### config.mk
export PLATFORM = sky130hd
export DESIGN_NAME = pwet_timer
export DESIGN_NICKNAME = d
export VERILOG_FILES = /design/src/pwet_sync.sv /design/src/pwet_timer.sv
export SDC_FILE = /design/constraint.sdc
export NUM_CORES = 1
export LEC_CHECK = 0
export BUFFER_PORTS_ARGS = -buffer_cell sky130_fd_sc_hd__buf_4
export CORE_MARGIN = 2
export CORE_UTILIZATION = 50
export CTS_BUF_LIST = sky130_fd_sc_hd__clkbuf_8 sky130_fd_sc_hd__clkbuf_16
export DETAILED_ROUTE_END_ITERATION = 10
export GPL_ROUTABILITY_DRIVEN = 0
export PLACE_DENSITY_LB_ADDON = 0.05
export SLEW_MARGIN = 25
export SYNTH_ARGS = -nofsm -noshare
export SYNTH_HDL_FRONTEND = slang
export SYNTH_SLANG_ARGS = --single-unit
### constraint.sdc
create_clock -name SYS_CLK -period 2.25 [get_ports SYS_CLK]
set_clock_uncertainty 0.05 [all_clocks]
set_input_delay 0.3375 -clock SYS_CLK [delete_from_list [all_inputs] [get_ports SYS_CLK]]
set_output_delay 0.3375 -clock SYS_CLK [all_outputs]
set_load 0.1 [all_outputs]
### src/pwet_sync.sv
`timescale 1ns/1ps

// Shared constants for the pulse width / event timer.
package pwet_pkg;
   // Register offsets on the byte register port.
   localparam logic [1:0] OFS_TIMER_LOW  = 2'h0;
   localparam logic [1:0] OFS_TIMER_HIGH = 2'h1;
   localparam logic [1:0] OFS_CONTROL    = 2'h2;
   localparam logic [1:0] OFS_INT_CTRL   = 2'h3;
   // Control register field positions.
   localparam int BIT_MODE_HIGH = 7;
   localparam int BIT_MODE_LOW  = 6;
   localparam int BIT_RUN       = 4;
   localparam int BIT_EDGE      = 3;
   // Interrupt control register field positions.
   localparam int BIT_INT_ENABLE = 0;
   localparam int BIT_INT_FLAG   = 1;
   // Values after reset, and the full count from which the counter overflows.
   localparam logic [7:0]  CONTROL_RESET = 8'h00;
   localparam logic [15:0] COUNT_RESET   = 16'h0000;
   localparam logic [15:0] COUNT_FULL    = 16'hffff;
   // Instruction clock is the system clock divided by this many cycles.
   localparam int          INSN_DIV      = 4;
   localparam logic [1:0]  DIV_LAST      = 2'(INSN_DIV - 1);
   // Operating mode codes on the two mode select bits.
   typedef enum logic [1:0] {
      PWET_MODE_OFF   = 2'h0,
      PWET_MODE_EVENT = 2'h1,
      PWET_MODE_TIMER = 2'h2,
      PWET_MODE_PULSE = 2'h3
   } pwet_mode_t;
   // Pulse measurement states, Gray coded along idle, armed, measuring.
   typedef enum logic [1:0] {
      PWET_PW_IDLE    = 2'h0,
      PWET_PW_ARMED   = 2'h1,
      PWET_PW_MEASURE = 2'h3
   } pwet_pw_state_t;
endpackage

// Two-stage synchroniser for the timer pin, then a sample taken on each
// instruction clock tick; edges are the difference of successive samples.
module pwet_sync (
   // Clock and reset.
   input  wire logic clk,
   input  wire logic rst_n,
   // Instruction clock enable.
   input  wire logic tick,
   // Asynchronous pin.
   input  wire logic pin,
   // Synchronised level and edges, valid in the tick cycle.
   output logic      level,
   output logic      rise,
   output logic      fall
);
   logic meta;
   logic sync;

   // The first stage feeds only the second stage. Reset to the pin's idle
   // high level so no false edge follows reset.
   always_ff @(posedge clk or negedge rst_n) begin
      if (!rst_n) begin
         meta <= 1'b1;
         sync <= 1'b1;
      end else begin
         meta <= pin;
         sync <= meta;
      end
   end

   // Pin conditions are seen only at the next instruction clock tick.
   always_ff @(posedge clk or negedge rst_n) begin
      if (!rst_n) begin
         level <= 1'b1;
      end else if (tick) begin
         level <= sync;
      end
   end

   // Edges compare the held sample with the current synchronised level.
   assign rise = tick & sync & ~level;
   assign fall = tick & ~sync & level;
endmodule // pwet_sync

### src/pwet_timer.sv
// Chosen here: strobed register access and the placing of the registers.
`timescale 1ns/1ps

module pwet_timer (
   // Clock and reset.
   input  wire logic       SYS_CLK,
   input  wire logic       RSTN,
   // Register port.
   input  wire logic [1:0] REG_ADDR,
   input  wire logic [7:0] REG_WDATA,
   input  wire logic       REG_WR,
   input  wire logic       REG_RD,
   output logic      [7:0] REG_RDATA,
   // Timer input pin.
   input  wire logic       TIMER_PIN,
   // Processor power-down status.
   input  wire logic       POWER_DOWN,
   // Interrupt and wake-up.
   output logic            TIMER_IRQ,
   output logic            WAKEUP
);
   logic [1:0]            div_count;
   logic                  insn_tick;
   logic                  pin_level;
   logic                  pin_rise;
   logic                  pin_fall;
   pwet_pkg::pwet_mode_t  mode;
   logic                  counter_run;
   logic                  edge_select;
   logic                  mode_select_high;
   logic                  mode_select_low;
   logic                  int_enable;
   logic                  int_flag;
   logic [15:0]           count;
   logic [15:0]           preload;
   logic [7:0]            low_buffer;
   logic [7:0]            read_latch;
   pwet_pkg::pwet_pw_state_t pw_state;
   logic                  wr_timer_low;
   logic                  wr_timer_high;
   logic                  wr_control;
   logic                  wr_int_ctrl;
   logic                  rd_timer_low;
   logic                  rd_timer_high;
   logic                  access_inhibit;
   logic                  start_edge;
   logic                  stop_edge;
   logic                  pw_done;
   logic                  count_step;
   logic                  overflow;
   logic [7:0]            next_rdata;

   // Pin conditioning shared by event and pulse modes.
   pwet_sync u_sync (
      .clk   (SYS_CLK),
      .rst_n (RSTN),
      .tick  (insn_tick),
      .pin   (TIMER_PIN),
      .level (pin_level),
      .rise  (pin_rise),
      .fall  (pin_fall)
   );

   // Instruction clock divider; it runs free, even in power-down, because
   // event counting samples the pin on its ticks.
   always_ff @(posedge SYS_CLK or negedge RSTN) begin
      if (!RSTN) begin
         div_count <= 2'h0;
      end else begin
         div_count <= div_count + 2'h1;
      end
   end
   assign insn_tick = (div_count == pwet_pkg::DIV_LAST);

   // Address decode of the register port.
   assign wr_timer_low  = REG_WR & (REG_ADDR == pwet_pkg::OFS_TIMER_LOW);
   assign wr_timer_high = REG_WR & (REG_ADDR == pwet_pkg::OFS_TIMER_HIGH);
   assign wr_control    = REG_WR & (REG_ADDR == pwet_pkg::OFS_CONTROL);
   assign wr_int_ctrl   = REG_WR & (REG_ADDR == pwet_pkg::OFS_INT_CTRL);
   assign rd_timer_low  = REG_RD & (REG_ADDR == pwet_pkg::OFS_TIMER_LOW);
   assign rd_timer_high = REG_RD & (REG_ADDR == pwet_pkg::OFS_TIMER_HIGH);

   // Any counter read or preload write freezes counting for that cycle.
   // A step that falls in it is dropped, which software must tolerate.
   assign access_inhibit = rd_timer_low | rd_timer_high
                         | wr_timer_low | wr_timer_high;

   // Mode decode from the two select bits.
   assign mode = pwet_pkg::pwet_mode_t'({mode_select_high, mode_select_low});

   // Control register fields; the run bit is handled on its own below.
   always_ff @(posedge SYS_CLK or negedge RSTN) begin
      if (!RSTN) begin
         mode_select_high <= pwet_pkg::CONTROL_RESET[pwet_pkg::BIT_MODE_HIGH];
         mode_select_low  <= pwet_pkg::CONTROL_RESET[pwet_pkg::BIT_MODE_LOW];
         edge_select      <= pwet_pkg::CONTROL_RESET[pwet_pkg::BIT_EDGE];
      end else if (wr_control) begin
         mode_select_high <= REG_WDATA[pwet_pkg::BIT_MODE_HIGH];
         mode_select_low  <= REG_WDATA[pwet_pkg::BIT_MODE_LOW];
         edge_select      <= REG_WDATA[pwet_pkg::BIT_EDGE];
      end
   end

   // Active edges for a pulse measurement: edge select low measures a low
   // pulse, high measures a high pulse. Only transitions count, so a pin
   // already at the active level when run is set does not start it.
   assign start_edge = edge_select ? pin_rise : pin_fall;
   assign stop_edge  = edge_select ? pin_fall : pin_rise;

   // Hardware end of a pulse measurement.
   assign pw_done = (mode == pwet_pkg::PWET_MODE_PULSE)
                  & (pw_state == pwet_pkg::PWET_PW_MEASURE) & stop_edge;

   // Run bit: software writes win; hardware clears it only when a pulse
   // measurement ends, never in timer or event mode.
   always_ff @(posedge SYS_CLK or negedge RSTN) begin
      if (!RSTN) begin
         counter_run <= pwet_pkg::CONTROL_RESET[pwet_pkg::BIT_RUN];
      end else if (wr_control) begin
         counter_run <= REG_WDATA[pwet_pkg::BIT_RUN];
      end else if (pw_done) begin
         counter_run <= 1'b0;
      end
   end

   // Pulse measurement sequencer. Setting run once pulse mode is already selected arms it; the start edge
   // begins counting; the stop edge returns to idle, where further pin
   // activity is ignored until run is written high again.
   always_ff @(posedge SYS_CLK or negedge RSTN) begin
      if (!RSTN) begin
         pw_state <= pwet_pkg::PWET_PW_IDLE;
      end else if (mode != pwet_pkg::PWET_MODE_PULSE) begin
         pw_state <= pwet_pkg::PWET_PW_IDLE;
      end else if (wr_control) begin
         pw_state <= REG_WDATA[pwet_pkg::BIT_RUN] ? pwet_pkg::PWET_PW_ARMED
                                                   : pwet_pkg::PWET_PW_IDLE;
      end else begin
         case (pw_state)
            pwet_pkg::PWET_PW_IDLE: begin
               pw_state <= pwet_pkg::PWET_PW_IDLE;
            end
            pwet_pkg::PWET_PW_ARMED: begin
               if (start_edge) begin
                  pw_state <= pwet_pkg::PWET_PW_MEASURE;
               end
            end
            pwet_pkg::PWET_PW_MEASURE: begin
               if (stop_edge) begin
                  pw_state <= pwet_pkg::PWET_PW_IDLE;
               end
            end
            default: begin
               pw_state <= pwet_pkg::PWET_PW_IDLE;
            end
         endcase
      end
   end

   // Counting step per mode. Timer and pulse modes count instruction clock
   // ticks, which are gated off in power-down; event mode counts sampled pin edges
   // and keeps going in power-down.
   always_comb begin
      count_step = 1'b0;
      case (mode)
         pwet_pkg::PWET_MODE_TIMER: begin
            count_step = counter_run & insn_tick & ~POWER_DOWN;
         end
         pwet_pkg::PWET_MODE_EVENT: begin
            count_step = counter_run & (edge_select ? pin_fall : pin_rise);
         end
         pwet_pkg::PWET_MODE_PULSE: begin
            count_step = counter_run & insn_tick & ~POWER_DOWN
                       & (pw_state == pwet_pkg::PWET_PW_MEASURE) & ~stop_edge;
         end
         default: begin
            count_step = 1'b0;
         end
      endcase
      if (access_inhibit) begin
         count_step = 1'b0;
      end
   end

   // Overflow happens on the step taken from the full count.
   assign overflow = count_step & (count == pwet_pkg::COUNT_FULL);

   // Preload value: a high byte write moves the buffered low byte and the
   // new high byte into it in one go.
   always_ff @(posedge SYS_CLK or negedge RSTN) begin
      if (!RSTN) begin
         preload    <= pwet_pkg::COUNT_RESET;
         low_buffer <= 8'h00;
      end else begin
         if (wr_timer_low) begin
            low_buffer <= REG_WDATA;
         end
         if (wr_timer_high) begin
            preload <= {REG_WDATA, low_buffer};
         end
      end
   end

   // Counter. A preload write reaches it at once only while stopped;
   // while running the new value waits for the next overflow reload.
   always_ff @(posedge SYS_CLK or negedge RSTN) begin
      if (!RSTN) begin
         count <= pwet_pkg::COUNT_RESET;
      end else if (wr_timer_high && !counter_run) begin
         count <= {REG_WDATA, low_buffer};
      end else if (overflow) begin
         count <= preload;
      end else if (count_step) begin
         count <= count + 16'h0001;
      end
   end

   // A high byte read captures the low byte so the two halves agree.
   always_ff @(posedge SYS_CLK or negedge RSTN) begin
      if (!RSTN) begin
         read_latch <= 8'h00;
      end else if (rd_timer_high) begin
         read_latch <= count[7:0];
      end
   end

   // Interrupt control: enable is software only; the request flag is set
   // by every overflow and an overflow in the same cycle beats a clear.
   always_ff @(posedge SYS_CLK or negedge RSTN) begin
      if (!RSTN) begin
         int_enable <= 1'b0;
         int_flag   <= 1'b0;
      end else begin
         if (wr_int_ctrl) begin
            int_enable <= REG_WDATA[pwet_pkg::BIT_INT_ENABLE];
         end
         if (overflow) begin
            int_flag <= 1'b1;
         end else if (wr_int_ctrl) begin
            int_flag <= REG_WDATA[pwet_pkg::BIT_INT_FLAG];
         end
      end
   end

   // Interrupt request stays quiet unless enabled.
   assign TIMER_IRQ = int_flag & int_enable;

   // Wake-up ignores the enable. A flag that is already set masks it, which
   // is how software keeps an event counter from waking the device.
   always_ff @(posedge SYS_CLK or negedge RSTN) begin
      if (!RSTN) begin
         WAKEUP <= 1'b0;
      end else begin
         WAKEUP <= overflow & POWER_DOWN & ~int_flag;
      end
   end

   // Read data mux; the answer appears in the cycle after the strobe.
   always_comb begin
      next_rdata = 8'h00;
      case (REG_ADDR)
         pwet_pkg::OFS_TIMER_LOW: begin
            next_rdata = read_latch;
         end
         pwet_pkg::OFS_TIMER_HIGH: begin
            next_rdata = count[15:8];
         end
         pwet_pkg::OFS_CONTROL: begin
            next_rdata[pwet_pkg::BIT_MODE_HIGH] = mode_select_high;
            next_rdata[pwet_pkg::BIT_MODE_LOW]  = mode_select_low;
            next_rdata[pwet_pkg::BIT_RUN]       = counter_run;
            next_rdata[pwet_pkg::BIT_EDGE]      = edge_select;
         end
         pwet_pkg::OFS_INT_CTRL: begin
            next_rdata[pwet_pkg::BIT_INT_ENABLE] = int_enable;
            next_rdata[pwet_pkg::BIT_INT_FLAG]   = int_flag;
         end
         default: begin
            next_rdata = 8'h00;
         end
      endcase
   end

   // Read data register; it holds zero outside the answer cycle.
   always_ff @(posedge SYS_CLK or negedge RSTN) begin
      if (!RSTN) begin
         REG_RDATA <= 8'h00;
      end else if (REG_RD) begin
         REG_RDATA <= next_rdata;
      end else begin
         REG_RDATA <= 8'h00;
      end
   end

   // The synchronised pin level itself is not needed beyond edge finding.
   logic unused_level;
   assign unused_level = pin_level;
endmodule // pwet_timer

; Word level (Yosys, flattened, before mapping)
; Cells that the tools add are included.
[classes]
bitwise_logic = 29
n_addsub = 2
muxes = 23
eq_ne = 13
reduce_logical = 7
[op_table]
columns = operator, n
row1 = 2-to-1 mux 16 bit, 3
row2 = AND 1 bit, 21
row3 = one-hot mux 2 bit (3 select lines), 3
row4 = adder 16 x 1 -> 16 bit (second input constant), 1
row5 = equality test 16 bit (second input constant), 1
row6 = equality test 2 bit (second input constant), 6
row7 = 2-to-1 mux 1 bit, 8
row8 = 2-to-1 mux 2 bit, 4
row9 = 2-to-1 mux 8 bit, 1
row10 = equality test 2 x 1 -> 1 bit (second input constant), 3
row11 = NOT 1 bit, 5
row12 = inequality test 4 x 3 -> 1 bit (second input constant), 1
row13 = inequality test 4 bit (second input constant), 1
row14 = one-hot mux 1 bit (2 select lines), 2
row15 = one-hot mux 2 bit (2 select lines), 1
row16 = nonzero test 2 bit, 2
row17 = OR 1 bit, 3
row18 = one-hot mux 1 bit (3 select lines), 1
row19 = nonzero test 3 bit, 1
row20 = adder 2 x 1 -> 2 bit (second input constant), 1
row21 = logical NOT 2 bit, 1
row22 = inequality test 2 bit (second input constant), 1
row23 = AND reduction 2 bit, 1
row24 = logical AND 1 bit, 1
row25 = logical NOT 1 bit, 1
[totals]
wordCells = 91
regBits = 70

; Longest topological paths before layout
[depth]
depth_word = 11
depth_mapped = 8

; Hierarchy
; From an unflattened synthesis, not the netlist that was laid out.
[unflattened]
hier_cells = 293
hier_area_um2 = 3385.7
[by_module_without_submodules]
columns = mod, cells_each, seq_area_each_um2, n_inst, area_per_inst_um2
row1 = pwet_timer, 287, 1676.6, 1, 3271.9
row2 = pwet_sync, 6, 78.8, 1, 113.9

; Worst setup path after synthesis
; Ideal clock, no wire load.
[synth_path]
kind = register to register
from = register u_sync.sync
to = register count[5]
setup_slack_ns = 0.273
required_time_ns = 2.074
stages_incl_launch_ff = 7
path_buffers = 1
setup_ns = 0.126
t_arrival_ns = 1.801
path_cell_list = dfstp_2 > and3b_1 > o2111a_1 > o31ai_4 > buf_4 > a211oi_1 > a221o_1
[synth_between]
elab_chain_cells = 11
word_cells_on_any_way = 15
classes_between = mux: 5 / bitwise: 9 / reduce/logical: 1
[synth_lines]
columns = item, line
row1 = from (decl), pwet_sync.sv:56  ; logic sync;
row2 = from (signal assigned), pwet_sync.sv:66  ; sync <= meta;
row3 = NOT 1 bit, pwet_sync.sv:81  ; assign fall = tick & ~sync & level;
row4 = AND 1 bit (2 in series), pwet_sync.sv:81
row5 = 2-to-1 mux 1 bit (*), "pwet_timer.sv:108, pwet_timer.sv:169"
row6 = NOT 1 bit, pwet_timer.sv:173  ; & (pw_state == pwet_pkg::PWET_PW_MEASURE) & ~stop_edge;
row7 = AND 1 bit, pwet_timer.sv:173
row8 = one-hot mux 1 bit (3 select lines) (*), pwet_timer.sv:164  ; case (mode)
row9 = 2-to-1 mux 1 bit (*), pwet_timer.sv:179  ; if (access_inhibit) begin
row10 = AND 1 bit, pwet_timer.sv:185  ; assign overflow = count_step & (count == pwet_pkg::COUNT_FULL);
row11 = 2-to-1 mux 16 bit, pwet_timer.sv:210  ; end else if (overflow) begin
row12 = 2-to-1 mux 16 bit, pwet_timer.sv:208  ; end else if (wr_timer_high && !counter_run) begin
row13 = to (signal assigned), pwet_timer.sv:207  ; count <= pwet_pkg::COUNT_RESET;
row14 = to (signal assigned), pwet_timer.sv:209  ; count <= {REG_WDATA, low_buffer};
row15 = to (signal assigned), pwet_timer.sv:211  ; count <= preload;
row16 = to (decl), pwet_timer.sv:34  ; logic [15:0] count;
; Every way passes the cells marked *; elsewhere a longest branch is shown, timed or not.
; A chain may end at the register's enable or synchronous reset.

; Worst setup path in the final report
[layout_path]
from = register u_sync.sync
to = register count[4]
; The elaborated chain is that of the path after synthesis.

==> run summary <==
Setup tns final -> 0 ps
Max transition margin -> 0.4207
Post-synthesis compound-gate area fraction -> 0.1039
Worst r2r src -> u_sync.sync
DRC -> 0
Synth async-reset ratio -> 1.000
Crit end category -> flip-flop
Routed len/inst -> 18.56 um
Post_cts resized -> 0
Clock Tree Buf Depth -> 2
Number of synthesized flops with an enable pin -> 0
Final setup viols -> 0
Yosys reg bits -> 70
Gr ovfl total -> 0
Final Hold Vio Count -> 0
Layout cells sized above 1 -> 0.3064
Num CTS Buffers -> 9
Combinational family with the most area after synthesis -> simple AND/OR/NAND/NOR gates
YS warnings -> 0
Initial antenna violation count -> 0
Max FO, Critical Path -> 25
Crit path kind -> reg -> reg
Vias in the first global route -> 2423
Register share of total power -> 0.512
Post-Syn Instances -> 305
Register area -> 1755 um2
Sw Pwr -> 0.001241 W
Dpl hpwl -> 5556 um
R2r endpoint -> count[4]
Clock share of power -> 0.240
Initial Util -> 0.5115
Io pins -> 26
Clock Latency Late Sink -> 340 ps
Pwr dens -> 921.8 nW/um2
DRT iter0 DRCs -> 156
CTS Root Buffer Type -> clkbuf_8
Ant. Diodes -> 0
Worst setup startpoint -> u_sync.sync
Core area -> 6756 um2
Largest net degree at the start of global routing -> 71
Slew Limit Fails -> 0
Post-CTS setup buffer count -> 0
Most numerous cell in the Yosys netlist -> dfrtp_1
Final #Nets -> 360
Adder-cell share of the synthesized area -> 0.007241
Area Overhead vs Synth -> 14.84%
Synth Area in XOR/XNOR -> 0.02534
Die H -> 87.14 um
Row count -> 30
Post-synth top area share -> 0.4852
# fillers -> 589
Drt total wl -> 7907 um
Vias/cell -> 5.857
Post-synth top cells -> dfrtp_1, mux2_2, nand2_1, nand3_1, nor2_1
VDD IR-drop max -> 0.0003935 V
Post-synthesis simple-gate area fraction -> 0.1767
Fmax achieved -> 0.4655 GHz
Clock-pin slew on the worst setup and hold paths -> 70 ps
Cell taking the most area after synthesis -> dfrtp_1
Fin crit share -> 0.9548
Port Buffers -> 25
TritonRoute pass-1 iters -> 4
Die Area -> 7593 um2
Top_reg_cell synth -> dfrtp_1
Cells on worst reg2reg path -> 6
Seq/Total Area, Yosys -> 0.5080
H-tree depth -> 3
Pint -> 0.002418 W
Final worst path period need -> 2148 ps
Distinct cells, synth -> 49
Sw Ratio -> 0.3391
Synth Cell Area -> 3456 um2
Post-DRT Antenna Nets -> 0
Synth top area cells -> dfrtp_1, mux2_2, a221o_1
Net count after synthesis -> 323
Setup crit end -> count[4]
Critical path arrival -> 2330 ps
RSZ-0062 raised after global routing -> false
Status -> completed
Avg Cell Area, Syn -> 11.33 um2
Via Count -> 2495
# hold bufs at CTS -> 0
Hold Slack -> 51.60 ps
Combinational Power Share -> 0.248
Hold depth -> 1
Sink Count -> 70
CP required -> 2430 ps
GRT Total Usage -> 0.2333
TritonCTS clock tree -> done
Multiplexer share of the synthesized area -> 0.1492
R2r setup slk -> 100 ps
Min-delay worst type -> in -> reg
Leak -> 1.715 nW
Maxcap violations -> 0
Die X -> 87.14 um
Crit path launch type -> flip-flop
Area of the multi-input gates -> 1599 um2
Worst slew pin tran -> 869.0 ps
First-pass GRT wire length -> 13220 um
[layout by cell type, fill, tap and decap left out, types with 2 or more instances in the layout]
master,n
inv_1,8
nor2_1,18
nand3_1,19
clkbuf_8,11
nor2b_1,4
nor3_1,6
a211o_1,3
xnor2_1,9
nand4_1,5
a221o_1,12
a211oi_1,5
nand2_1,23
dfrtp_1,67
mux2i_1,11
ha_1,2
o21ai_0,8
nand3b_1,3
and2_1,7
buf_4,41
nor4_2,2
nor2_2,4
a21oi_1,10
nor3b_1,2
nor4_1,5
dfstp_2,3
mux2_2,36
[stage by stage]
stage,instances,worst slack (ps),total power [W],utilization,cell area (um2)
2_1_floorplan,305,273.0,0.002453,-,3456
3_3_place_gp,411,90.44,0.002775,0.5624,3800
3_5_place_dp,411,26.14,0.002800,0.5624,3800
4_1_cts,426,11.10,0.003689,0.5872,3968
5_1_grt,426,8.315,0.003873,0.5874,3969
6_report,426,101.6,0.003659,0.5874,3969
[worst max-delay path, cell delays in order (launching register included)]
cell     delay, ps
dfstp_2        560
and3b_1        220
nor4_2         330
o31ai_4        120
buf_12         170
and2_2         260
a221o_1        320
[layer usage]
layer,track usage,vias up,share of wire
met2,0.3345,65,0.44
met5,0,-,0
met3,0.04076,15,0.045
met4,0.09930,0,0.018
met1,0.3474,1222,0.49
li1,-,1193,-
[kinds of logic after synthesis]
| kind of cell | Yosys count |
|---|---|
| simple gates | 109 |
| flops | 70 |
| mux | 47 |
| compound gates | 46 |
| buf+inv | 21 |
| xor+xnor | 10 |
| fa+ha+maj | 2 |
[layout make-up]
cell class                      count  area share
Sequential cell                    70      0.4423
Multi-Input combinational cell    214      0.4029
Timing Repair Buffer               42     0.08260
Clock buffer                       11     0.03815
Tap cell                           80     0.02522
Inverter                            5    0.004729
Clock inverter                      4    0.004098
[state kept, by name, indices dropped and copies added, names as in the netlist]
register          flops
REG_RDATA             8
WAKEUP                1
count                16
counter_run           1
div_count             2
edge_select           1
int_enable            1
int_flag              1
low_buffer            8
mode_select_high      1
mode_select_low       1
preload              16
pw_state              2
read_latch            8
u_sync.level          1
u_sync.meta           1
u_sync.sync           1
[worst min-delay path by stage]
stage	from	to	slack, ps
detailed placement	u_sync.meta	u_sync.sync	300
floorplan	RSTN	REG_RDATA[0]	-8
CTS	TIMER_PIN	u_sync.meta	30
global route	TIMER_PIN	u_sync.meta	40
finish	TIMER_PIN	u_sync.meta	50
global placement	u_sync.meta	u_sync.sync	300
[power groups by stage]
stage	registers (W)	logic (W)	clock network [W]
floorplan	0.00189	0.000565	0
global placement	0.00188	0.000892	0
detailed placement	0.00189	0.000909	0
CTS	0.00187	0.000914	0.000907
global route	0.00191	0.000998	0.000961
finish	0.00187	0.000907	0.000877
Power figures use the tool's default switching activity.
